$ cat config.mk
export PLATFORM = sky130hd
export DESIGN_NAME = packet_start_indicator
export DESIGN_NICKNAME = d
export VERILOG_FILES = /design/src/packet_start_pkg.sv /design/src/packet_start_indicator.sv /design/src/packet_start_path.sv
export SDC_FILE = /design/constraint.sdc
export NUM_CORES = 1
export LEC_CHECK = 0
export BUFFER_PORTS_ARGS = -buffer_cell sky130_fd_sc_hd__buf_2
export CAP_MARGIN = 20
export CORE_MARGIN = 1.5
export CORE_UTILIZATION = 35
export CTS_CLUSTER_DIAMETER = 100
export DETAILED_ROUTE_END_ITERATION = 10
export PLACE_DENSITY = 0.66
export RECOVER_POWER = 50
export SLEW_MARGIN = 20
export SYNTH_ARGS = -nofsm -noshare
export SYNTH_HDL_FRONTEND = slang
export SYNTH_SLANG_ARGS = --single-unit
$ cat constraint.sdc
create_clock -name clock -period 4.2 [get_ports clock]
set_input_delay 0.84 -clock clock [delete_from_list [all_inputs] [get_ports clock]]
set_output_delay 0.84 -clock clock [all_outputs]
set_load 0.03 [all_outputs]
$ cat src/packet_start_pkg.sv
// constants, types and helpers for the packet start indicator
// Functional notes
// - tx indications only while tx enable set
// - rx indications only while rx enable set
// - delimiter mode: assert on start-frame delimiter
// - otherwise assert on first frame nibble
// - whole-frame mode holds indication all frame
// - fixed mode holds (N+1)*8 clock cycles
// - indication always drops at frame end
// - tx start taken at fifo output, at mac side when fifo bypassed
// - 10M rx delay from field 15:11
// - 100M rx delay from field 10:6
// - sync bit runs tx fifo synchronously
// - control register resets to 0x0034
// - tx delay in 8 ns units per speed
package packet_start_pkg;

   typedef logic [5:0] delay_t;
   typedef logic [6:0] len_t;
   typedef logic [3:0] nibble_t;
   typedef logic [17:0] index_t;

   // register indices; byte address is four times the index
   localparam index_t IDX_SYNC = 18'h09427;
   localparam index_t IDX_CTRL = 18'h09428;
   localparam index_t IDX_RXDEL = 18'h09429;
   localparam index_t IDX_TXDEL = 18'h0942a;

   // reset values and writable masks
   localparam logic [15:0] RST_SYNC = 16'h0000;
   localparam logic [15:0] RST_CTRL = 16'h0034;
   localparam logic [15:0] RST_RXDEL = 16'h0000;
   localparam logic [15:0] RST_TXDEL = 16'h0000;
   localparam logic [15:0] MASK_SYNC = 16'h0001;
   localparam logic [15:0] MASK_CTRL = 16'h007f;
   localparam logic [15:0] MASK_RXDEL = 16'hffff;
   localparam logic [15:0] MASK_TXDEL = 16'h1fff;

   // field positions
   localparam int SYNC_BIT = 0;
   localparam int TX_EN_BIT = 0;
   localparam int RX_EN_BIT = 1;
   localparam int SFD_EN_BIT = 2;
   localparam int FIXED_BIT = 3;
   localparam int LEN_LSB = 4;
   localparam int LEN_MSB = 6;
   localparam int RX10_LSB = 11;
   localparam int RX10_MSB = 15;
   localparam int RX100_LSB = 6;
   localparam int RX100_MSB = 10;
   localparam int TX10_LSB = 8;
   localparam int TX10_MSB = 12;
   localparam int TX100_LSB = 4;
   localparam int TX100_MSB = 7;

   // frame delimiter nibbles in wire order, and timing
   localparam nibble_t SFD_LO = 4'h5;
   localparam nibble_t SFD_HI = 4'hd;
   localparam int unsigned CLOCK_MHZ = 25;
   localparam int unsigned CLOCK_NS = 1000 / CLOCK_MHZ;
   localparam int unsigned TX_UNIT_NS = 8;
   localparam int unsigned LEN_UNIT = 8;
   localparam delay_t DELAY_NONE = 6'h00;
   localparam delay_t DELAY_LAST = 6'h01;

   // byte-lane merge of a 16-bit register
   function automatic logic [15:0] merge16(input logic [15:0] old, input logic [15:0] data,
                                           input logic [1:0] strb);
      return {strb[1] ? data[15:8] : old[15:8], strb[0] ? data[7:0] : old[7:0]};
   endfunction

   // hold length of a fixed indication, (n+1)*8 cycles
   function automatic len_t len_cycles(input logic [2:0] n);
      return len_t'((int'(n) + 1) * LEN_UNIT);
   endfunction

   // 8 ns units to clock cycles, rounded up
   function automatic delay_t tx_cycles(input logic [4:0] n);
      int unsigned ns;
      ns = int'(n) * TX_UNIT_NS;
      return delay_t'((ns + CLOCK_NS - 1) / CLOCK_NS);
   endfunction

endpackage

$ cat src/packet_start_indicator.sv
// packet start indicator: apb registers and both detection paths
`timescale 1ns/1ps
`default_nettype none
module packet_start_indicator (
   // clock and reset
   input wire logic clock,
   input wire logic resetn,
   // apb slave
   input wire logic [19:0] paddr,
   input wire logic psel,
   input wire logic penable,
   input wire logic pwrite,
   input wire logic [31:0] pwdata,
   input wire logic [3:0] pstrb,
   output logic [31:0] prdata,
   output logic pready,
   output logic pslverr,
   // link state
   input wire logic link_speed_100,
   // transmit stream, mac side and fifo output
   input wire logic tx_fifo_bypass,
   input wire logic mac_tx_en,
   input wire packet_start_pkg::nibble_t mac_txd,
   input wire logic fifo_tx_en,
   input wire packet_start_pkg::nibble_t fifo_txd,
   // receive stream
   input wire logic rx_dv,
   input wire packet_start_pkg::nibble_t rxd,
   // indications and fifo mode
   output logic tx_packet_start_indication,
   output logic rx_packet_start_indication,
   output logic tx_fifo_sync_enable
);
   import packet_start_pkg::*;

   logic [15:0] tx_fifo_sync_mode;
   logic [15:0] packet_start_control;
   logic [15:0] packet_start_rx_delay;
   logic [15:0] packet_start_tx_delay;
   logic [31:0] rd_value;

   // address decode; misaligned addresses miss
   wire aligned = paddr[1:0] == 2'b00;
   wire index_t idx = paddr[19:2];
   wire sel_sync = aligned && idx == IDX_SYNC;
   wire sel_ctrl = aligned && idx == IDX_CTRL;
   wire sel_rxdel = aligned && idx == IDX_RXDEL;
   wire sel_txdel = aligned && idx == IDX_TXDEL;
   wire hit = sel_sync || sel_ctrl || sel_rxdel || sel_txdel;

   // one wait state: first access cycle prepares, second completes
   wire access = psel && penable;
   wire prepare = access && !pready;
   wire done = access && pready;
   wire wr = done && pwrite && hit;

   // read selection, upper half always zero
   assign rd_value = sel_sync ? {16'h0000, tx_fifo_sync_mode} :
                     sel_ctrl ? {16'h0000, packet_start_control} :
                     sel_rxdel ? {16'h0000, packet_start_rx_delay} :
                     sel_txdel ? {16'h0000, packet_start_tx_delay} :
                     32'h00000000;

   // bus answer registers; data and error ready with pready
   always_ff @(posedge clock or negedge resetn) begin
      if (!resetn) begin
         pready <= 1'b0;
         prdata <= 32'h00000000;
         pslverr <= 1'b0;
      end else begin
         pready <= prepare;
         pslverr <= prepare && !hit;
         if (prepare) begin
            prdata <= pwrite ? 32'h00000000 : rd_value;
         end
      end
   end

   // register writes take effect only at the completing edge
   always_ff @(posedge clock or negedge resetn) begin
      if (!resetn) begin
         tx_fifo_sync_mode <= RST_SYNC;
         packet_start_control <= RST_CTRL;
         packet_start_rx_delay <= RST_RXDEL;
         packet_start_tx_delay <= RST_TXDEL;
      end else if (wr) begin
         if (sel_sync) begin
            tx_fifo_sync_mode <= merge16(tx_fifo_sync_mode, pwdata[15:0], pstrb[1:0]) & MASK_SYNC;
         end
         if (sel_ctrl) begin
            packet_start_control <=
               merge16(packet_start_control, pwdata[15:0], pstrb[1:0]) & MASK_CTRL;
         end
         if (sel_rxdel) begin
            packet_start_rx_delay <=
               merge16(packet_start_rx_delay, pwdata[15:0], pstrb[1:0]) & MASK_RXDEL;
         end
         if (sel_txdel) begin
            packet_start_tx_delay <=
               merge16(packet_start_tx_delay, pwdata[15:0], pstrb[1:0]) & MASK_TXDEL;
         end
      end
   end

   // fifo mode output registered from its register bit, one cycle later
   always_ff @(posedge clock or negedge resetn) begin
      if (!resetn) begin
         tx_fifo_sync_enable <= 1'b0;
      end else begin
         tx_fifo_sync_enable <= tx_fifo_sync_mode[SYNC_BIT];
      end
   end

   // control fields
   wire tx_indication_enable = packet_start_control[TX_EN_BIT];
   wire rx_indication_enable = packet_start_control[RX_EN_BIT];
   wire delimiter_detect_enable = packet_start_control[SFD_EN_BIT];
   wire fixed_length_enable = packet_start_control[FIXED_BIT];
   wire [2:0] indication_length_field = packet_start_control[LEN_MSB:LEN_LSB];
   wire len_t hold_len = len_cycles(indication_length_field);

   // receive delay picked by link speed
   wire [4:0] rx_delay_10m_cycles = packet_start_rx_delay[RX10_MSB:RX10_LSB];
   wire [4:0] rx_delay_100m_cycles = packet_start_rx_delay[RX100_MSB:RX100_LSB];
   wire [4:0] rx_delay_now = link_speed_100 ? rx_delay_100m_cycles : rx_delay_10m_cycles;
   wire delay_t rx_delay = {1'b0, rx_delay_now};

   // transmit delay: 8 ns units rounded up to whole cycles
   wire [4:0] tx_delay_10m = packet_start_tx_delay[TX10_MSB:TX10_LSB];
   wire [3:0] tx_delay_100m = packet_start_tx_delay[TX100_MSB:TX100_LSB];
   wire [4:0] tx_delay_now = link_speed_100 ? {1'b0, tx_delay_100m} : tx_delay_10m;
   wire delay_t tx_delay = tx_cycles(tx_delay_now);

   // fifo output watched when fifo is in the path, less jitter
   wire tx_active = tx_fifo_bypass ? mac_tx_en : fifo_tx_en;
   wire nibble_t tx_nibble = tx_fifo_bypass ? mac_txd : fifo_txd;

   // transmit path
   packet_start_path tx_path (
      .clock(clock),
      .resetn(resetn),
      .enable(tx_indication_enable),
      .sfd_en(delimiter_detect_enable),
      .fixed_len(fixed_length_enable),
      .len(hold_len),
      .delay(tx_delay),
      .active(tx_active),
      .nibble(tx_nibble),
      .indication(tx_packet_start_indication)
   );

   // receive path
   packet_start_path rx_path (
      .clock(clock),
      .resetn(resetn),
      .enable(rx_indication_enable),
      .sfd_en(delimiter_detect_enable),
      .fixed_len(fixed_length_enable),
      .len(hold_len),
      .delay(rx_delay),
      .active(rx_dv),
      .nibble(rxd),
      .indication(rx_packet_start_indication)
   );

   // run length of the receive indication, checks only
   logic [7:0] rx_hi_cnt;
   always_ff @(posedge clock or negedge resetn) begin
      if (!resetn) begin
         rx_hi_cnt <= 8'h00;
      end else if (rx_packet_start_indication) begin
         rx_hi_cnt <= rx_hi_cnt + 8'h01;
      end else begin
         rx_hi_cnt <= 8'h00;
      end
   end

   // run length of the transmit indication, checks only
   logic [7:0] tx_hi_cnt;
   always_ff @(posedge clock or negedge resetn) begin
      if (!resetn) begin
         tx_hi_cnt <= 8'h00;
      end else if (tx_packet_start_indication) begin
         tx_hi_cnt <= tx_hi_cnt + 8'h01;
      end else begin
         tx_hi_cnt <= 8'h00;
      end
   end
endmodule
`default_nettype wire

$ cat src/packet_start_path.sv
// one path of packet start detection: trigger, delay and hold
`timescale 1ns/1ps
`default_nettype none
module packet_start_path (
   // clock and reset
   input wire logic clock,
   input wire logic resetn,
   // settings
   input wire logic enable,
   input wire logic sfd_en,
   input wire logic fixed_len,
   input wire packet_start_pkg::len_t len,
   input wire packet_start_pkg::delay_t delay,
   // frame stream
   input wire logic active,
   input wire packet_start_pkg::nibble_t nibble,
   // result
   output logic indication
);
   import packet_start_pkg::*;

   logic prev_active;
   nibble_t prev_nibble;
   logic armed;
   logic waiting;
   delay_t wait_cnt;
   len_t hold_cnt;

   // trigger selection; armed stops a second trigger in one frame
   wire first_nibble = active && !prev_active;
   wire sfd_seen = active && prev_active && nibble == SFD_HI && prev_nibble == SFD_LO;
   wire start = enable && !armed && (sfd_en ? sfd_seen : first_nibble);
   wire fire = (start && delay == DELAY_NONE) || (waiting && wait_cnt == DELAY_LAST);
   wire expire = fixed_len && hold_cnt == len_t'(1);
   wire idle = !enable || !active;

   // history of the stream, kept even while disabled
   always_ff @(posedge clock or negedge resetn) begin
      if (!resetn) begin
         prev_active <= 1'b0;
         prev_nibble <= 4'h0;
      end else begin
         prev_active <= active;
         prev_nibble <= nibble;
      end
   end

   // delay, hold and drop; frame end or disable wins over all
   always_ff @(posedge clock or negedge resetn) begin
      if (!resetn) begin
         armed <= 1'b0;
         waiting <= 1'b0;
         wait_cnt <= DELAY_NONE;
         hold_cnt <= len_t'(0);
         indication <= 1'b0;
      end else if (idle) begin
         armed <= 1'b0;
         waiting <= 1'b0;
         indication <= 1'b0;
      end else begin
         if (start) begin
            armed <= 1'b1;
         end
         if (start && delay != DELAY_NONE) begin
            waiting <= 1'b1;
         end else if (fire) begin
            waiting <= 1'b0;
         end
         wait_cnt <= start ? delay : wait_cnt - DELAY_LAST;
         if (fire) begin
            indication <= 1'b1;
            hold_cnt <= len;
         end else begin
            hold_cnt <= hold_cnt - len_t'(1);
            if (expire) begin
               indication <= 1'b0;
            end
         end
      end
   end

endmodule
`default_nettype wire

# Yosys cells after proc, flatten, opt, wreduce, memory -nomap -nowiden
# Index checks and enable logic that the tools add are counted.
# classes
add_sub_neg,7
n_mux,31
eq_ne,12
reduce_logical,64
n_div,1
# ops
op,n
"== test 18 x 16 -> 1 bit, second input constant",4
two-way mux 16 bit,4
"divider 32 x 6 -> 32 bit, second input constant",1
logical AND 1 bit,30
two-way mux 1 bit,19
AND reduction 3 bit,6
"== test 7 x 1 -> 1 bit, second input constant",2
two-way mux 7 bit,2
"subtractor 7 x 1 -> 7 bit, second input constant",2
two-way mux 13 bit,1
"== test 6 x 1 -> 1 bit, second input constant",2
logical NOT 6 bit,2
two-way mux 6 bit,2
nonzero test 3 bit,4
nonzero test 6 bit,2
"subtractor 6 x 1 -> 6 bit, second input constant",2
logical NOT 1 bit,10
two-way mux 5 bit,2
"subtractor 9 x 1 -> 10 bit, second input constant",1
"adder 8 x 6 -> 9 bit, second input constant",1
"== test 4 x 3 -> 1 bit, second input constant",2
"== test 4 bit, second input constant",2
logical OR 1 bit,7
"adder 3 x 1 -> 4 bit, second input constant",1
3 further kinds,4
# totals
word_cells,139
reg_bits,114
inputBits,78

# Longest topological paths before layout
# logic_depth
word_depth,11
ltp_mapped,17

# By module
# Synthesis repeated with hierarchy kept, for this count alone.
# hier_totals
hier_cells,530
area_unflattened_um2,5491.5
# by_module_without_submodules
mod,area_per_inst_um2,cells_per_inst,seq_area_each_um2,n_inst
packet_start_indicator,3176.8,292,1405.1,1
packet_start_path,1157.4,119,525.5,2

# Least setup slack after synthesis
# No wires, ideal clock.
# synth_timing
kind,input-to-reg
from,in link_speed_100
to,reg tx_path.wait_cnt[1]
setup_ps,126
slack_ps,66
arrival_ps,4008
path_stages,17
required_time_ps,4074
cell_sequence,buf_6 buf_2 mux2i_1 inv_1 ha_1 buf_2 xnor2_1 nand2_1 ha_1 and3_1 o21a_1 or3_1 a21oi_1 o311a_1 nor2_1 a21o_1 a221o_1
# synth_via
elab_chain_len,5
# synth_rtl
element,line,rtl
"start, declared",packet_start_indicator.sv:19,"input wire logic link_speed_100,"
two-way mux 5 bit,packet_start_indicator.sv:131,"wire [4:0] tx_delay_now = link_speed_100 ? {1'b0, tx_delay_100m} : tx_delay_10m;"
adder 8 x 6 -> 9 bit,packet_start_pkg.sv:81,return delay_t'((ns + CLOCK_NS - 1) / CLOCK_NS);
subtractor 9 x 1 -> 10 bit,packet_start_pkg.sv:81,
divider 32 x 6 -> 32 bit,packet_start_pkg.sv:81,
two-way mux 6 bit,packet_start_path.sv:69,wait_cnt <= start ? delay : wait_cnt - DELAY_LAST;
"end signal, assigned",packet_start_path.sv:69,
"end, declared",packet_start_path.sv:26,delay_t wait_cnt;
# Every way passes these cells.
# A chain may end at the register's enable or synchronous reset.

# Worst setup path after layout
# layout_timing
from,in link_speed_100
to,reg tx_path.hold_cnt[5]
# layout_via
elab_chain_len,8
# layout_rtl
element,line,rtl
two-way mux 5 bit,packet_start_indicator.sv:131,
adder 8 x 6 -> 9 bit,packet_start_pkg.sv:81,
subtractor 9 x 1 -> 10 bit,packet_start_pkg.sv:81,
divider 32 x 6 -> 32 bit,packet_start_pkg.sv:81,
logical NOT 6 bit,packet_start_path.sv:33,wire fire = (start && delay == DELAY_NONE) || (waiting && wait_cnt == DELAY_LAST);
logical AND 1 bit,packet_start_path.sv:33,
logical OR 1 bit,packet_start_path.sv:33,
two-way mux 7 bit,packet_start_path.sv:70,if (fire) begin
"end signal, assigned",packet_start_path.sv:54,hold_cnt <= len_t'(0);
"end signal, assigned",packet_start_path.sv:72,hold_cnt <= len;
"end signal, assigned",packet_start_path.sv:74,hold_cnt <= hold_cnt - len_t'(1);
"end, declared",packet_start_path.sv:27,len_t hold_cnt;
# Every way passes these cells.

==> summary.txt <==
Floorplanning
  – Core Region: 15100 um^2
  – Std cell rows: 45
  – I/O Pins: 115
  – Height of the die: 127 um
  – Starting Density: 35.5%
  – DIE WIDTH: 127 um
  – Die area: 16100 um^2

Setup path
  – R2R depth: 12
  – R2R Path End: tx_path.hold_cnt[5]
  – Critical Path Source Type: input pin
  – Critical Path RT: 4.42 ns
  – Crit Path Max Fanout: 7
  – Crit path DAT: 3.95 ns
  – Worst Setup End Kind: flop
  – WS Path Type: input pin to flop
  – Worst r2r src: packet_start_tx_delay[6]
  – R2R setup slack: 0.67 ns

Timing
  – Fin crit share: 88.7%
  – Number of hold violations in the final report: 0
  – Max Clk Rate: 0.268 GHz
  – Setup_tns: 0 ns
  – RSZ-0062 raised after global routing: false
  – Relative slew margins: -23.7%
  – Setup violators final: 0
  – Setup Skew: 0.00714 ns
  – Final min period: 3.73 ns
  – Final Max Slew Viols: 76
  – Worst Tran Pin Value: 1.85 ns

Synth
  – EDFF count, synth: 0
  – Ys flop type: dfrtp_1
  – Sequential share of the synthesized area: 45.8%
  – Number of synthesized register bits: 98
  – Ys async rst share: 100%
  – Netlist Area Pre-Place: 5360 um^2
  – Yosys top cell area share: 44.4%
  – Yosys top cell by area: dfrtp_1
  – Yosys warning count: 0
  – Post-synth cell types: 73
  – Synth top area cells: dfrtp_1 (44%), mux2_2 (9.0%), mux2i_1 (3.5%)
  – Mapped Cells: 509
  – Avg Cell Area, Syn: 10.5 um^2

Final layout
  – # diodes: 0
  – Nets: 685
  – Layout cells sized above 1: 27.3%
  – Post-route cell area: 6220 um^2
  – Area Growth Syn to Fin: 16.1%

GRT
  – Initial antenna violation count: 0
  – Vias in the first global route: 4150
  – GRT Total Usage: 16.0%
  – Largest net degree at the start of global routing: 76
  – GR Overflow Total: 0
  – First-pass GRT wire length: 20500 um

Detailed routing
  – DRT iter0 DRCs: 441
  – Final WL: 12400 um
  – Via density: 5.43
  – Drt pass-1 iters: 5
  – Antenna Nets Post-Route: 0
  – DRC: 0
  – Wire per inst: 15.8 um
  – Vias: 4270

Clock tree
  – Number of H-tree levels: 3
  – Root buf cell: clkbuf_16
  – Clk slew on worst S/H paths: 0.07 ns
  – TritonCTS clock tree: done
  – Number of setup buffers added after CTS: 0
  – Clk buf depth: 2
  – Post-cts sizing count: 0
  – TritonCTS buffer count: 9
  – Clk_lat worst skew: 0.35 ns
  – Clock Sinks: 98
  – Post-CTS Hold Fix Bufs: 0

Place
  – Placed Area: 5950 um^2
  – DP Wirelength: 9160 um
  – Placer Congestion: 0.842
  – I/O Buffers: 80

Run status
  – Status: finished, violations left
  – Failing checks: capacitance limit, slew limit

Worst hold path
  – Hold path cells: 0
  – Hold endpoint: tx_fifo_sync_enable
  – Worst Hold Launch: tx_fifo_sync_mode[0]
  – Hold Path Class: flop to flop

Job
  – MaxCap Viol Count: 1

Power and ir drop
  – Worst vdd ir: 0.274 mV
  – Pleak: 3.01 nW
  – PD cells: 298 nW/um^2
layout by cell type, fill, tap and decap left out, types with 14 or more instances in the layout:
| cell | synthesis | layout |
|---|---|---|
| dfrtp_1 | 95 | 95 |
| buf_2 | 3 | 76 |
| mux2_2 | 43 | 42 |
| nand2_1 | 36 | 36 |
| nor2_1 | 29 | 29 |
| inv_1 | 27 | 27 |
| o21ai_0 | 22 | 22 |
| mux2i_1 | 19 | 19 |
| a21oi_1 | 17 | 17 |
| conb_1 | 1 | 16 |
| ha_1 | 14 | 14 |
worst max-delay path, cell delays in order:
cell and delay (ns):
buf_2 0.15, mux2i_1 0.24, inv_1 0.08, ha_1 0.43
nand2_1 0.09, ha_1 0.29, and3_1 0.19, o21a_1 0.23
nor4_1 0.50, nor4_1 0.20, o21a_2 0.29, nor2_2 0.25
o221ai_1 0.16
cells in the mapped netlist (3+ instances only):
master and count:
a211o_1 3, a21oi_1 17, a222oi_1 6, a22o_1 13
a22oi_1 3, a31oi_1 4, and2_1 5, buf_2 3
buf_4 16, clkbuf_1 15, dfrtp_1 95, dfstp_2 3
ha_1 14, inv_1 27, mux2_2 43, mux2i_1 19
nand2_1 36, nand2b_1 4, nand3_1 11, nand3b_1 4
nand4_1 5, nand4b_1 5, nor2_1 29, nor2b_1 5
nor3_1 13, nor4_1 5, nor4b_1 6, o211ai_1 5
o21ai_0 22, o221ai_1 3, o31ai_1 5, or3_1 5
or4_1 3, xnor2_1 5, xor2_1 4
state kept, by name, indices dropped and copies added, names as in the netlist, 4 cells and up:
register and count:
packet_start_control 7, packet_start_rx_delay 16, packet_start_tx_delay 13, prdata 16, rx_path.hold_cnt 7, rx_path.prev_nibble 4, rx_path.wait_cnt 6, tx_path.hold_cnt 7
tx_path.prev_nibble 4, tx_path.wait_cnt 6
cells by family after synthesis:
group / after synthesis / synth area share [%]
AOI/OAI and AO/OA: 111 / 15.5
xor gates and xnor gates: 9 / 1.47
adders and majority gates: 15 / 3.45
buffers and inverters: 63 / 5.74
DFF: 98 / 45.8
muxes: 62 / 12.6
other: 1 / 0.0700
and+or+nand+nor: 150 / 15.3
worst max path at each step:
stage                                     end  slack [ns]  cells after the start            from
final                     tx_path.hold_cnt[5]        0.47                     13  link_speed_100
after global routing      tx_path.hold_cnt[5]        0.15                     13  link_speed_100
after CTS                 tx_path.hold_cnt[5]        0.52                     13  link_speed_100
after detailed placement  tx_path.hold_cnt[5]        0.15                     13  link_speed_100
after global placement    tx_path.hold_cnt[5]        0.19                     14  link_speed_100
after floorplan           tx_path.wait_cnt[1]        0.07                     17  link_speed_100
through the flow:
stage | worst slack [ns] | total power, mW | std cells | hold slack [ns] | utilization [%]
floorplan | 0.0658 | 1.03 | 524 | 0.369 | -
global placement | 0.192 | 1.08 | 770 | 0.384 | 39.5
detailed placement | 0.149 | 1.08 | 770 | 0.385 | 39.5
CTS | 0.518 | 1.88 | 786 | 0.402 | 41.3
global route | 0.153 | 1.94 | 786 | 0.423 | 41.2
finish | 0.475 | 1.86 | 786 | 0.404 | 41.2
power by group:
part           internal [mW]  leakage [nW]  total [mW]  switching, mW
clock network          0.412         0.137       0.797          0.385
logic                 0.0339          1.57       0.106         0.0726
registers              0.950          1.30       0.953        0.00232
metal layers:
layer / up-vias / GRT usage (%) / part of all wire [%]
met4: 0 / 6.02 / 2.3
met3: 23 / 4.01 / 4.5
met5: - / 0 / 0
met2: 121 / 25.5 / 47
met1: 2109 / 21.1 / 46
li1: 2017 / - / -
area by class of cell:
type	instances	area [um^2]
clock inverters	7	60.1
inverters	27	101
multi-input cells	363	2650
clock buffers	9	225
flip-flops and latches	98	2460
repair buffers	94	490
well taps	188	235
fillers	1432	8870
No activity file was read; power rests on OpenSTA's default activity.
